**src/rtl/dwa_pkg.sv**
```systemverilog
// package: sizes, encodings and widths for the width alignment datapath
package dwa_pkg;
   localparam int ADDR_W = 32;
   localparam int DATA_W = 32;
   localparam int COUNT_W = 16;
   // item size field encoding, equal to the low bits of the bus size code
   localparam logic [1:0] SIZE_BYTE = 2'h0;
   localparam logic [1:0] SIZE_HALF = 2'h1;
   localparam logic [1:0] SIZE_WORD = 2'h2;
   // bus transfer codes
   localparam logic [1:0] TRANS_IDLE = 2'h0;
   localparam logic [1:0] TRANS_NONSEQ = 2'h2;
   localparam logic [2:0] HSIZE_BYTE = 3'h0;
   localparam logic [2:0] HSIZE_HALF = 3'h1;
   localparam logic [2:0] HSIZE_WORD = 3'h2;
   localparam logic RESP_OKAY = 1'h0;
   localparam logic RESP_ERROR = 1'h1;
   // pointer steps per item size
   localparam logic [ADDR_W-1:0] STEP_BYTE = 32'h0000_0001;
   localparam logic [ADDR_W-1:0] STEP_HALF = 32'h0000_0002;
   localparam logic [ADDR_W-1:0] STEP_WORD = 32'h0000_0004;
   // item masks for zero extension
   localparam logic [DATA_W-1:0] MASK_BYTE = 32'h0000_00FF;
   localparam logic [DATA_W-1:0] MASK_HALF = 32'h0000_FFFF;
   localparam logic [DATA_W-1:0] MASK_WORD = 32'hFFFF_FFFF;
   localparam logic [ADDR_W-1:0] WORD_ALIGN = 32'hFFFF_FFFC;
   localparam logic [COUNT_W-1:0] COUNT_ONE = 16'h0001;
   localparam logic [COUNT_W-1:0] COUNT_ZERO = 16'h0000;

   typedef enum logic [2:0] {
      DWA_IDLE,
      DWA_RD_ADDR,
      DWA_RD_DATA,
      DWA_WR_ADDR,
      DWA_WR_DATA
   } dwa_state_t;
endpackage

```
**src/rtl/dwa_datapath.sv**
```systemverilog
// width conversion and write lane datapath of one transfer engine
`timescale 1ns/10ps
module dwa_datapath
   import dwa_pkg::*;
(
   // clock and reset
   input wire logic i_sys_clk,
   input wire logic i_sys_rst,
   // channel configuration
   input wire logic i_start,
   input wire logic [1:0] i_source_item_size,
   input wire logic [1:0] i_memory_item_size,
   input wire logic i_source_pointer_increment,
   input wire logic i_memory_pointer_increment,
   input wire logic [ADDR_W-1:0] i_src_base,
   input wire logic [ADDR_W-1:0] i_dst_base,
   input wire logic [COUNT_W-1:0] i_item_count,
   // channel status
   output logic o_busy,
   output logic o_done,
   output logic [COUNT_W-1:0] o_items_left,
   output logic [ADDR_W-1:0] o_src_addr,
   output logic [ADDR_W-1:0] o_dst_addr,
   // bus master
   output logic [ADDR_W-1:0] o_haddr,
   output logic [1:0] o_htrans,
   output logic o_hwrite,
   output logic [2:0] o_hsize,
   output logic [DATA_W-1:0] o_hwdata,
   input wire logic [DATA_W-1:0] i_hrdata,
   input wire logic i_hready,
   // register slave access check
   input wire logic i_reg_hsel,
   input wire logic [1:0] i_reg_htrans,
   input wire logic [2:0] i_reg_hsize,
   input wire logic i_reg_hready,
   output logic o_reg_hreadyout,
   output logic o_reg_hresp,
   output logic o_reg_access_ok,
   // size-blind peripheral word write
   output logic o_pwrite,
   output logic [ADDR_W-1:0] o_paddr,
   output logic [DATA_W-1:0] o_pwdata
);
   dwa_state_t state_r;
   dwa_state_t state_nxt;
   logic [ADDR_W-1:0] src_r;
   logic [ADDR_W-1:0] dst_r;
   logic [COUNT_W-1:0] count_r;
   logic [DATA_W-1:0] item_r;
   logic [DATA_W-1:0] wdata_r;
   logic [1:0] ssize_r;
   logic [1:0] dsize_r;
   logic sinc_r;
   logic dinc_r;
   logic done_r;
   logic err_r;
   logic [DATA_W-1:0] rd_item;
   logic [DATA_W-1:0] rd_shift;
   logic [DATA_W-1:0] lanes;

   function automatic logic [ADDR_W-1:0] step_of(input logic [1:0] sz);
      case (sz)
         SIZE_BYTE: step_of = STEP_BYTE;
         SIZE_HALF: step_of = STEP_HALF;
         default: step_of = STEP_WORD;
      endcase
   endfunction

   function automatic logic [DATA_W-1:0] mask_of(input logic [1:0] sz);
      case (sz)
         SIZE_BYTE: mask_of = MASK_BYTE;
         SIZE_HALF: mask_of = MASK_HALF;
         default: mask_of = MASK_WORD;
      endcase
   endfunction

   function automatic logic [2:0] hsize_of(input logic [1:0] sz);
      case (sz)
         SIZE_BYTE: hsize_of = HSIZE_BYTE;
         SIZE_HALF: hsize_of = HSIZE_HALF;
         default: hsize_of = HSIZE_WORD;
      endcase
   endfunction

   // narrow read data sits on the lane picked by the low address bits,
   // so shift it down and zero everything above the source item
   always_comb begin
      rd_shift = i_hrdata >> {src_r[1:0], 3'h0};
      rd_item = rd_shift & mask_of(ssize_r);
   end

   // destination item is the low bits of the held item, repeated per lane
   always_comb begin
      case (dsize_r)
         SIZE_BYTE: lanes = {4{item_r[7:0]}};
         SIZE_HALF: lanes = {2{item_r[15:0]}};
         default: lanes = item_r;
      endcase
   end

   always_comb begin
      state_nxt = state_r;
      case (state_r)
         DWA_IDLE: begin
            if (i_start && (i_item_count != COUNT_ZERO)) begin
               state_nxt = DWA_RD_ADDR;
            end
         end
         DWA_RD_ADDR: begin
            if (i_hready) begin
               state_nxt = DWA_RD_DATA;
            end
         end
         DWA_RD_DATA: begin
            if (i_hready) begin
               state_nxt = DWA_WR_ADDR;
            end
         end
         DWA_WR_ADDR: begin
            if (i_hready) begin
               state_nxt = DWA_WR_DATA;
            end
         end
         DWA_WR_DATA: begin
            if (i_hready) begin
               // one read and one write make a transaction
               state_nxt = (count_r == COUNT_ONE) ? DWA_IDLE : DWA_RD_ADDR;
            end
         end
         default: state_nxt = DWA_IDLE;
      endcase
   end

   always_ff @(posedge i_sys_clk) begin
      if (i_sys_rst) begin
         state_r <= DWA_IDLE;
      end else begin
         state_r <= state_nxt;
      end
   end

   // configuration latched at start so both sizes stay stable per run
   always_ff @(posedge i_sys_clk) begin
      if (i_sys_rst) begin
         ssize_r <= SIZE_BYTE;
         dsize_r <= SIZE_BYTE;
         sinc_r <= 1'b0;
         dinc_r <= 1'b0;
      end else if (state_r == DWA_IDLE && i_start) begin
         ssize_r <= i_source_item_size;
         dsize_r <= i_memory_item_size;
         sinc_r <= i_source_pointer_increment;
         dinc_r <= i_memory_pointer_increment;
      end
   end

   // pointers advance independently after each transaction
   always_ff @(posedge i_sys_clk) begin
      if (i_sys_rst) begin
         src_r <= '0;
         dst_r <= '0;
      end else if (state_r == DWA_IDLE && i_start) begin
         src_r <= i_src_base;
         dst_r <= i_dst_base;
      end else if (state_r == DWA_WR_DATA && i_hready) begin
         if (sinc_r) begin
            src_r <= src_r + step_of(ssize_r);
         end
         if (dinc_r) begin
            dst_r <= dst_r + step_of(dsize_r);
         end
      end
   end

   always_ff @(posedge i_sys_clk) begin
      if (i_sys_rst) begin
         count_r <= COUNT_ZERO;
      end else if (state_r == DWA_IDLE && i_start) begin
         count_r <= i_item_count;
      end else if (state_r == DWA_WR_DATA && i_hready) begin
         count_r <= count_r - COUNT_ONE;
      end
   end

   // read item held until the write; truncation needs no
   always_ff @(posedge i_sys_clk) begin
      if (i_sys_rst) begin
         item_r <= '0;
      end else if (state_r == DWA_RD_DATA && i_hready) begin
         item_r <= rd_item;
      end
   end

   // write data registered one cycle ahead of its data phase
   always_ff @(posedge i_sys_clk) begin
      if (i_sys_rst) begin
         wdata_r <= '0;
      end else if (state_r == DWA_WR_ADDR && i_hready) begin
         wdata_r <= lanes;
      end
   end

   always_ff @(posedge i_sys_clk) begin
      if (i_sys_rst) begin
         done_r <= 1'b0;
      end else begin
         done_r <= (state_r == DWA_WR_DATA) && i_hready
            && (count_r == COUNT_ONE);
      end
   end

   // bus address phase outputs
   always_comb begin
      o_htrans = TRANS_IDLE;
      o_hwrite = 1'b0;
      o_haddr = src_r;
      o_hsize = hsize_of(ssize_r);
      if (state_r == DWA_RD_ADDR) begin
         o_htrans = TRANS_NONSEQ;
      end else if (state_r == DWA_WR_ADDR) begin
         o_htrans = TRANS_NONSEQ;
         o_hwrite = 1'b1;
         o_haddr = dst_r;
         o_hsize = hsize_of(dsize_r);
      end
   end

   assign o_hwdata = wdata_r;
   assign o_busy = (state_r != DWA_IDLE);
   assign o_done = done_r;
   assign o_items_left = count_r;
   assign o_src_addr = src_r;
   assign o_dst_addr = dst_r;

   // register port: narrow access answered with a two-cycle error
   always_ff @(posedge i_sys_clk) begin
      if (i_sys_rst) begin
         err_r <= 1'b0;
         o_reg_hresp <= RESP_OKAY;
         o_reg_hreadyout <= 1'b1;
         o_reg_access_ok <= 1'b0;
      end else begin
         o_reg_access_ok <= 1'b0;
         if (err_r) begin
            err_r <= 1'b0;
            o_reg_hreadyout <= 1'b1;
         end else if (i_reg_hsel && i_reg_hready
               && i_reg_htrans[1]) begin
            if (i_reg_hsize != HSIZE_WORD) begin
               err_r <= 1'b1;
               o_reg_hresp <= RESP_ERROR;
               o_reg_hreadyout <= 1'b0;
            end else begin
               o_reg_hresp <= RESP_OKAY;
               o_reg_access_ok <= 1'b1;
            end
         end else begin
            o_reg_hresp <= RESP_OKAY;
         end
      end
   end

   dwa_size_blind_bridge u_bridge (
      .i_sys_clk(i_sys_clk),
      .i_sys_rst(i_sys_rst),
      .i_htrans(o_htrans),
      .i_hwrite(o_hwrite),
      .i_haddr(o_haddr),
      .i_hready(i_hready),
      .i_hwdata(o_hwdata),
      .o_pwrite(o_pwrite),
      .o_paddr(o_paddr),
      .o_pwdata(o_pwdata)
   );
endmodule

```
**src/rtl/dwa_size_blind_bridge.sv**
```systemverilog
// bridge stage that turns narrow bus writes into aligned word writes
`timescale 1ns/10ps
module dwa_size_blind_bridge
   import dwa_pkg::*;
(
   // clock and reset
   input wire logic i_sys_clk,
   input wire logic i_sys_rst,
   // bus side write observed from the master
   input wire logic [1:0] i_htrans,
   input wire logic i_hwrite,
   input wire logic [ADDR_W-1:0] i_haddr,
   input wire logic i_hready,
   input wire logic [DATA_W-1:0] i_hwdata,
   // peripheral side word write
   output logic o_pwrite,
   output logic [ADDR_W-1:0] o_paddr,
   output logic [DATA_W-1:0] o_pwdata
);
   logic pend_r;
   logic [ADDR_W-1:0] addr_r;

   // address phase captured with the size code discarded
   always_ff @(posedge i_sys_clk) begin
      if (i_sys_rst) begin
         pend_r <= 1'b0;
         addr_r <= '0;
      end else if (i_hready) begin
         pend_r <= (i_htrans == TRANS_NONSEQ) && i_hwrite;
         addr_r <= i_haddr & WORD_ALIGN;
      end
   end

   // data phase: word write at the aligned address with replicated lanes
   always_ff @(posedge i_sys_clk) begin
      if (i_sys_rst) begin
         o_pwrite <= 1'b0;
         o_paddr <= '0;
         o_pwdata <= '0;
      end else begin
         o_pwrite <= pend_r && i_hready;
         if (pend_r && i_hready) begin
            o_paddr <= addr_r;
            o_pwdata <= i_hwdata;
         end
      end
   end
endmodule

```
**config.mk**
```make
export PLATFORM = sky130hd
export DESIGN_NAME = dwa_datapath
export DESIGN_NICKNAME = d
export VERILOG_FILES = /design/src/rtl/dwa_pkg.sv /design/src/rtl/dwa_datapath.sv /design/src/rtl/dwa_size_blind_bridge.sv
export SDC_FILE = /design/constraint.sdc
export NUM_CORES = 1
export LEC_CHECK = 0
export ABC_CLOCK_PERIOD_IN_PS = 3400
export BUFFER_PORTS_ARGS = -buffer_cell sky130_fd_sc_hd__buf_4
export CAP_MARGIN = 30
export CORE_MARGIN = 2
export CORE_UTILIZATION = 40
export CTS_CLUSTER_DIAMETER = 30
export CTS_CLUSTER_SIZE = 28
export DETAILED_ROUTE_END_ITERATION = 7
export GPL_TIMING_DRIVEN = 1
export PLACE_DENSITY_LB_ADDON = 0.2
export SYNTH_ARGS = -nofsm -noshare
export SYNTH_HDL_FRONTEND = slang
export SYNTH_SLANG_ARGS = --single-unit
```
**constraint.sdc**
```tcl
create_clock -name i_sys_clk -period 3.4 [get_ports i_sys_clk]
set_clock_uncertainty 0.15 [all_clocks]
set_input_delay 0 -clock i_sys_clk [delete_from_list [all_inputs] [get_ports i_sys_clk]]
set_output_delay 0 -clock i_sys_clk [all_outputs]
set_load 0.03 [all_outputs]
```
; After elaboration in Yosys (flattened, before gate mapping)
; Cells that the tools add are included.
[word_totals]
out_inout_bits = 220
word_cells = 104
regBits = 252
[op_classes]
n_eq_ne = 14
n_reduce_logical = 24
shifts = 1
addsub = 3
n_mux = 40
n_bitwise = 2
[op_table]
columns = cell, n
row1 = $mux W32, 16
row2 = $pmux W32 S2, 2
row3 = $add A32 B32 Y32, 2
row4 = $and A32 B32 Y32, 1
row5 = $mux W16, 2
row6 = $shr A32 B5 Y32, 1
row7 = $mux W3, 7
row8 = $eq A16 B1 Y1 const B, 1
row9 = $reduce_bool A16 Y1, 1
row10 = $sub A16 B1 Y16 const B, 1
row11 = $pmux W3 S5, 1
row12 = $pmux W3 S2, 2
row13 = $logic_and A1 B1 Y1, 10
row14 = $ne A2 B2 Y1 const B, 5
row15 = $pmux W2 S2, 2
row16 = $eq A3 B2 Y1 const B, 2
row17 = $mux W1, 6
row18 = $reduce_and A2 Y1, 3
row19 = $reduce_bool A2 Y1, 3
row20 = $reduce_and A5 Y1, 1
row21 = $eq A2 B1 Y1 const B, 2
row22 = $logic_not A2 Y1, 2
row23 = $mux W2, 2
row24 = $eq A3 B1 Y1 const B, 1
row25 = other kinds (8), 8

; Longest topological paths before layout
[logic_depth]
ltp_word = 10
ltp_mapped = 10
mapped_depth_nobuf = 8

; By module
; Synthesis repeated with hierarchy kept, for this count alone.
[unflattened]
cells_unflattened = 1564
area_unflattened_um2 = 12734.7
[modules_own_cells]
columns = module, seq_area_each_um2, area_each_um2, cells_each, instances
row1 = dwa_datapath, 3163.0, 8734.6, 1174, 1
row2 = dwa_size_blind_bridge, 1881.8, 4000.1, 390, 1

; Least setup slack after synthesis
; No wires, ideal clock.
[synth_path]
path_kind = reg2reg
startpoint = reg dsize_r[1]
endpoint = reg dst_r[26], in the netlist o_dst_addr[26]
arrival_ps = 2833
path_slack_ps = 343
synth_period_minus_slack_ps = 3057
t_required_ps = 3176
path_stages_with_launch = 11
path_cell_list = dfxtp_1 buf_1 nor2_1 ha_1 ha_1 a21oi_1 nand2_1 clkbuf_1 nand4_1 or4_1 a31oi_1
[synth_via]
elab_chain_len = 10
[synth_rtl]
columns = item, line_no
row1 = from (decl), dwa_datapath.sv:53  ; logic [1:0] dsize_r;
row2 = from (signal assigned), dwa_datapath.sv:152  ; dsize_r <= i_memory_item_size;
row3 = $eq A2 B1 Y1 / $logic_not A2 Y1 (equally long branches), dwa_datapath.sv:63  ; case (sz)
row4 = $pmux W3 S2 (*), dwa_datapath.sv:63
row5 = $mux W32 (*), dwa_datapath.sv:170  ; if (dinc_r) begin
row6 = $mux W32 (*), dwa_datapath.sv:166  ; end else if (state_r == DWA_WR_DATA && i_hready) begin
row7 = $mux W32 (*), dwa_datapath.sv:163  ; end else if (state_r == DWA_IDLE && i_start) begin
row8 = $mux W32 (*), dwa_datapath.sv:160  ; if (i_sys_rst) begin
row9 = $add A32 B32 Y32 (*), dwa_datapath.sv:171  ; dst_r <= dst_r + step_of(dsize_r);
row10 = $mux W32 (*), dwa_datapath.sv:170
row11 = $mux W32 (*), dwa_datapath.sv:166
row12 = $mux W32 (*), dwa_datapath.sv:163
row13 = to (signal assigned), dwa_datapath.sv:165  ; dst_r <= i_dst_base;
row14 = to (signal assigned), dwa_datapath.sv:171
row15 = to (decl), dwa_datapath.sv:48  ; logic [ADDR_W-1:0] dst_r;
; Every way passes the cells marked *; elsewhere a longest branch is shown, timed or not. The select of a mux whose other input is x is not followed.
; A chain may end at the register's enable or synchronous reset.

; Worst setup path after layout
[layout_path]
startpoint = reg ssize_r[1]
endpoint = reg src_r[14], in the netlist o_src_addr[14]
[layout_via]
elab_chain_len = 10
[layout_rtl]
columns = item, line_no
row1 = from (decl), dwa_datapath.sv:52  ; logic [1:0] ssize_r;
row2 = from (signal assigned), dwa_datapath.sv:151  ; ssize_r <= i_source_item_size;
row3 = $eq A2 B1 Y1 / $logic_not A2 Y1 (equally long branches), dwa_datapath.sv:63
row4 = $pmux W3 S2 (*), dwa_datapath.sv:63
row5 = $mux W32 (*), dwa_datapath.sv:167  ; if (sinc_r) begin
row6 = $mux W32 (*), dwa_datapath.sv:166
row7 = $mux W32 (*), dwa_datapath.sv:163
row8 = $mux W32 (*), dwa_datapath.sv:160
row9 = $add A32 B32 Y32 (*), dwa_datapath.sv:168  ; src_r <= src_r + step_of(ssize_r);
row10 = $mux W32 (*), dwa_datapath.sv:167
row11 = $mux W32 (*), dwa_datapath.sv:166
row12 = $mux W32 (*), dwa_datapath.sv:163
row13 = to (signal assigned), dwa_datapath.sv:164  ; src_r <= i_src_base;
row14 = to (signal assigned), dwa_datapath.sv:168
row15 = to (decl), dwa_datapath.sv:47  ; logic [ADDR_W-1:0] src_r;
; Marked as above.

==> reports/metrics.cfg <==
[outcome]
outcome=completed

[synthesis]
post_synth_and_or_nand_nor_area_fraction=0.2317
synth-compound-area-share=0.2164
synth.lib_cells_used.distinct=77
synth_top_family_by_area=simple AND/OR/NAND/NOR gates
synthTopCellsByArea=dfxtp_1 42%, nand2_1 9.5%, a21oi_1 7.3%
postSynth.asyncResetShare=0
syn_area_per_cell_um2=7.941
post_synth_mux_area_share=0.06340
synth_enable_flop_cells=0
netlist.area_leader.share=0.4177
synth_adder_area_share=0.01077
seq_area_frac_synth=0.4177
synth_xor_xnor_area_share=0.007977
synth_most_common_cell=nand2_1
synth.ff_latch_count=252
synthTopCellsByCount=305 x nand2_1, 252 x dfxtp_1, 175 x a21oi_1, 121 x nor2_1, 92 x clkbuf_1
syn_inst=1521
synth_flop_cell=dfxtp_1
cell_type_with_the_highest_aggregate_area_in_the_netlist=dfxtp_1
yosys_warnings=0
post_synth_instance_area_um2=12080

[drt]
drt-wirelength-per-cell_um=18.84
detailroute.via_count=13453
wl_um=45710
dr.first_iter.drc_count=1259
first_pass_iters=6
ant_nets=0
drc=0
viasPerCell=5.545

[clock_network]
post_cts_setup_repair_buffer_count=0
clock_tree.htree_level_count=2
total_number_of_clock_tree_sinks=252
cts.clk_slew.worst_paths_ns=0.05
insertion_delay_ns=0.57
numCtsBuffers=61
clock_tree.buffer_depth=3
cts_root_buf=clkbuf_16
cts_tree=done

[sta]
max_slew_margin=0.3199
post-route-min-period_ns=3.250
maxSlewViolCount=0
setup_viol=0
finalWorstSetupSlack_ns=0.1501
final_hold_viol_count=0
finalCritPeriodShare=0.9559
timing.fmax_mhz=307.7
setup_repair_after_global_routing_missed_its_margin=no
fin_setup_tns_ns=0
worstMarginPinSlew_ns=1.020
final.hold.worst_slack_ns=0.002693

[power]
p_clk_frac=0.465
irDropWorstVdd_v=0.0004290
net-switching-power_mw=4.615
report.power.total_mw=14.06
power.density_nw_per_um2=749.6
p_sw_frac=0.3283
static-leakage-power_nw=7.534
pwr-share-comb=0.267
power.internal_mw=9.442
sequential_group_share_of_total_power=0.268

[floorplanning]
fp.coreArea_um2=29720
die-height_um=177.8
row_count=63
floorplan.die_area_um2=31600
floorplan.initialDensity=0.4064
die-width_um=177.8
ioPinCount=349

[finish]
final-seq-area_um2=5045
multi_input_comb_area_um2=6440
antenna_cells=0
final_net_count=2122
final_cell_area_um2=18750
fill_cells=2588
synthToLayoutAreaGrowth_pct=55.27
drive_above_1_share=0.2583

[global_route]
track_usage=0.2785
antenna_found_initial=2
via_count_of_the_first_global_routing_pass=12599
grt_pass1_wl_um=69650
grt_start_max_net_pins=114
globalRouteOverflowTotal=0

[critical_path]
crit_path_end_kind=flop
worst-path-max-fanout=9
timing_worst_setup_path_type=flop to flop
critical_path_arrival_ns=3.53
worstPathRequired_ns=3.69
setup.worst_path.start_class=flop

[place]
buffer_ports.inserted=343
gp_congestion=0.8906
detailed_place.area_um2=14850
preCtsSetupSlack_ns=0.5794
detailed_place_hpwl_um=31050

[job]
cap_viol_max_count=0

[hold_path]
min_path_type=primary input to flop

[kinds of logic (layout without fill, tap and decap cells)]
| group | count (synthesis) | after routing |
|---|---|---|
| buffers and inverters | 143 | 655 |
| AND/OR/NAND/NOR | 614 | 614 |
| AO/OA/AOI/OAI | 417 | 417 |
| adder cells (fa/ha/maj) | 10 | 10 |
| multiplexers | 73 | 73 |
| flip-flops | 252 | 252 |
| other | 1 | 4 |
| XOR/XNOR | 11 | 11 |
[placed cells by master, fill, tap and decap left out, types with 21 or more instances in the layout]
master and count:
a211oi_1 55, a21oi_1 174, a22oi_1 30, a31oi_1 21
buf_4 364, clkbuf_16 62, dfxtp_1 252, dlygate4sd3_1 156
mux2_2 27, mux2i_1 45, nand2_1 304, nand3_1 46
nand4_1 25, nor2_1 120, nor3_1 25, o211ai_1 23
o21ai_0 32
[critical path: stages (launching register included)]
cell           delay, ns
dfxtp_1             0.41
nor2_1              0.10
ha_1                0.22
fa_1                0.42
a21oi_1             0.46
nor4_2              0.18
buf_4               0.21
a22o_1              0.18
a22oi_1             0.17
nor2_1              0.05
dlygate4sd3_1       0.58
[power groups by stage]
stage	registers, mW	clock network (mW)	logic (mW)
2_1_floorplan	4.02	0	1.94
3_3_place_gp	3.79	0	3.38
3_5_place_dp	3.79	0	3.44
4_1_cts	3.74	6.60	3.71
5_1_grt	3.81	6.77	4.00
6_report	3.77	6.53	3.76
[layer usage]
layer  track usage  part of all wire
met1        0.3854              0.44
met2        0.4220              0.44
met3       0.05077             0.078
met4        0.1230             0.041
met5             0                 0
[repair_timing]
item,4_1_cts,5_1_grt
gates resized for setup,0,0
setup endpoints to repair,0,0
endpoints found under the hold margin,172,0
hold buffers,156,0
[area by class of cell]
type / instances / share of cell area
repair buffers: 524 / 0.2333
clock inverters: 37 / 0.03269
flip-flops and latches: 252 / 0.2690
inverters: 16 / 0.003203
well taps: 390 / 0.02602
multi-input cells: 1129 / 0.3434
clock buffers: 78 / 0.09234
[flip-flops by register name, indices dropped and copies added (netlist names), 2 cells and up]
register	flops
o_hwdata	32
ssize_r	2
u_bridge.addr_r	30
u_bridge.o_pwdata	32
o_items_left	16
state_r	3
u_bridge.o_paddr	30
o_dst_addr	32
dsize_r	2
o_src_addr	32
item_r	32
[final timing paths]
check	cells past startpoint	start	end	slack, ns
hold reg to reg	2	u_bridge.addr_r[28]	u_bridge.o_paddr[28]	0.30
hold / removal	5	i_start	o_dst_addr[0]	0.003
setup / recovery	10	ssize_r[1]	o_src_addr[14]	0.15
setup reg to reg	10	ssize_r[1]	o_src_addr[14]	0.15
[through the flow]
| step | util | std cells |
|---|---|---|
| after detailed placement | 0.4996 | 2155 |
| after floorplan | - | 1524 |
| after global placement | 0.4980 | 2153 |
| final | 0.6310 | 2426 |
| after global routing | 0.6310 | 2426 |
| after CTS | 0.6310 | 2426 |
(Power assumes the default switching activity.)
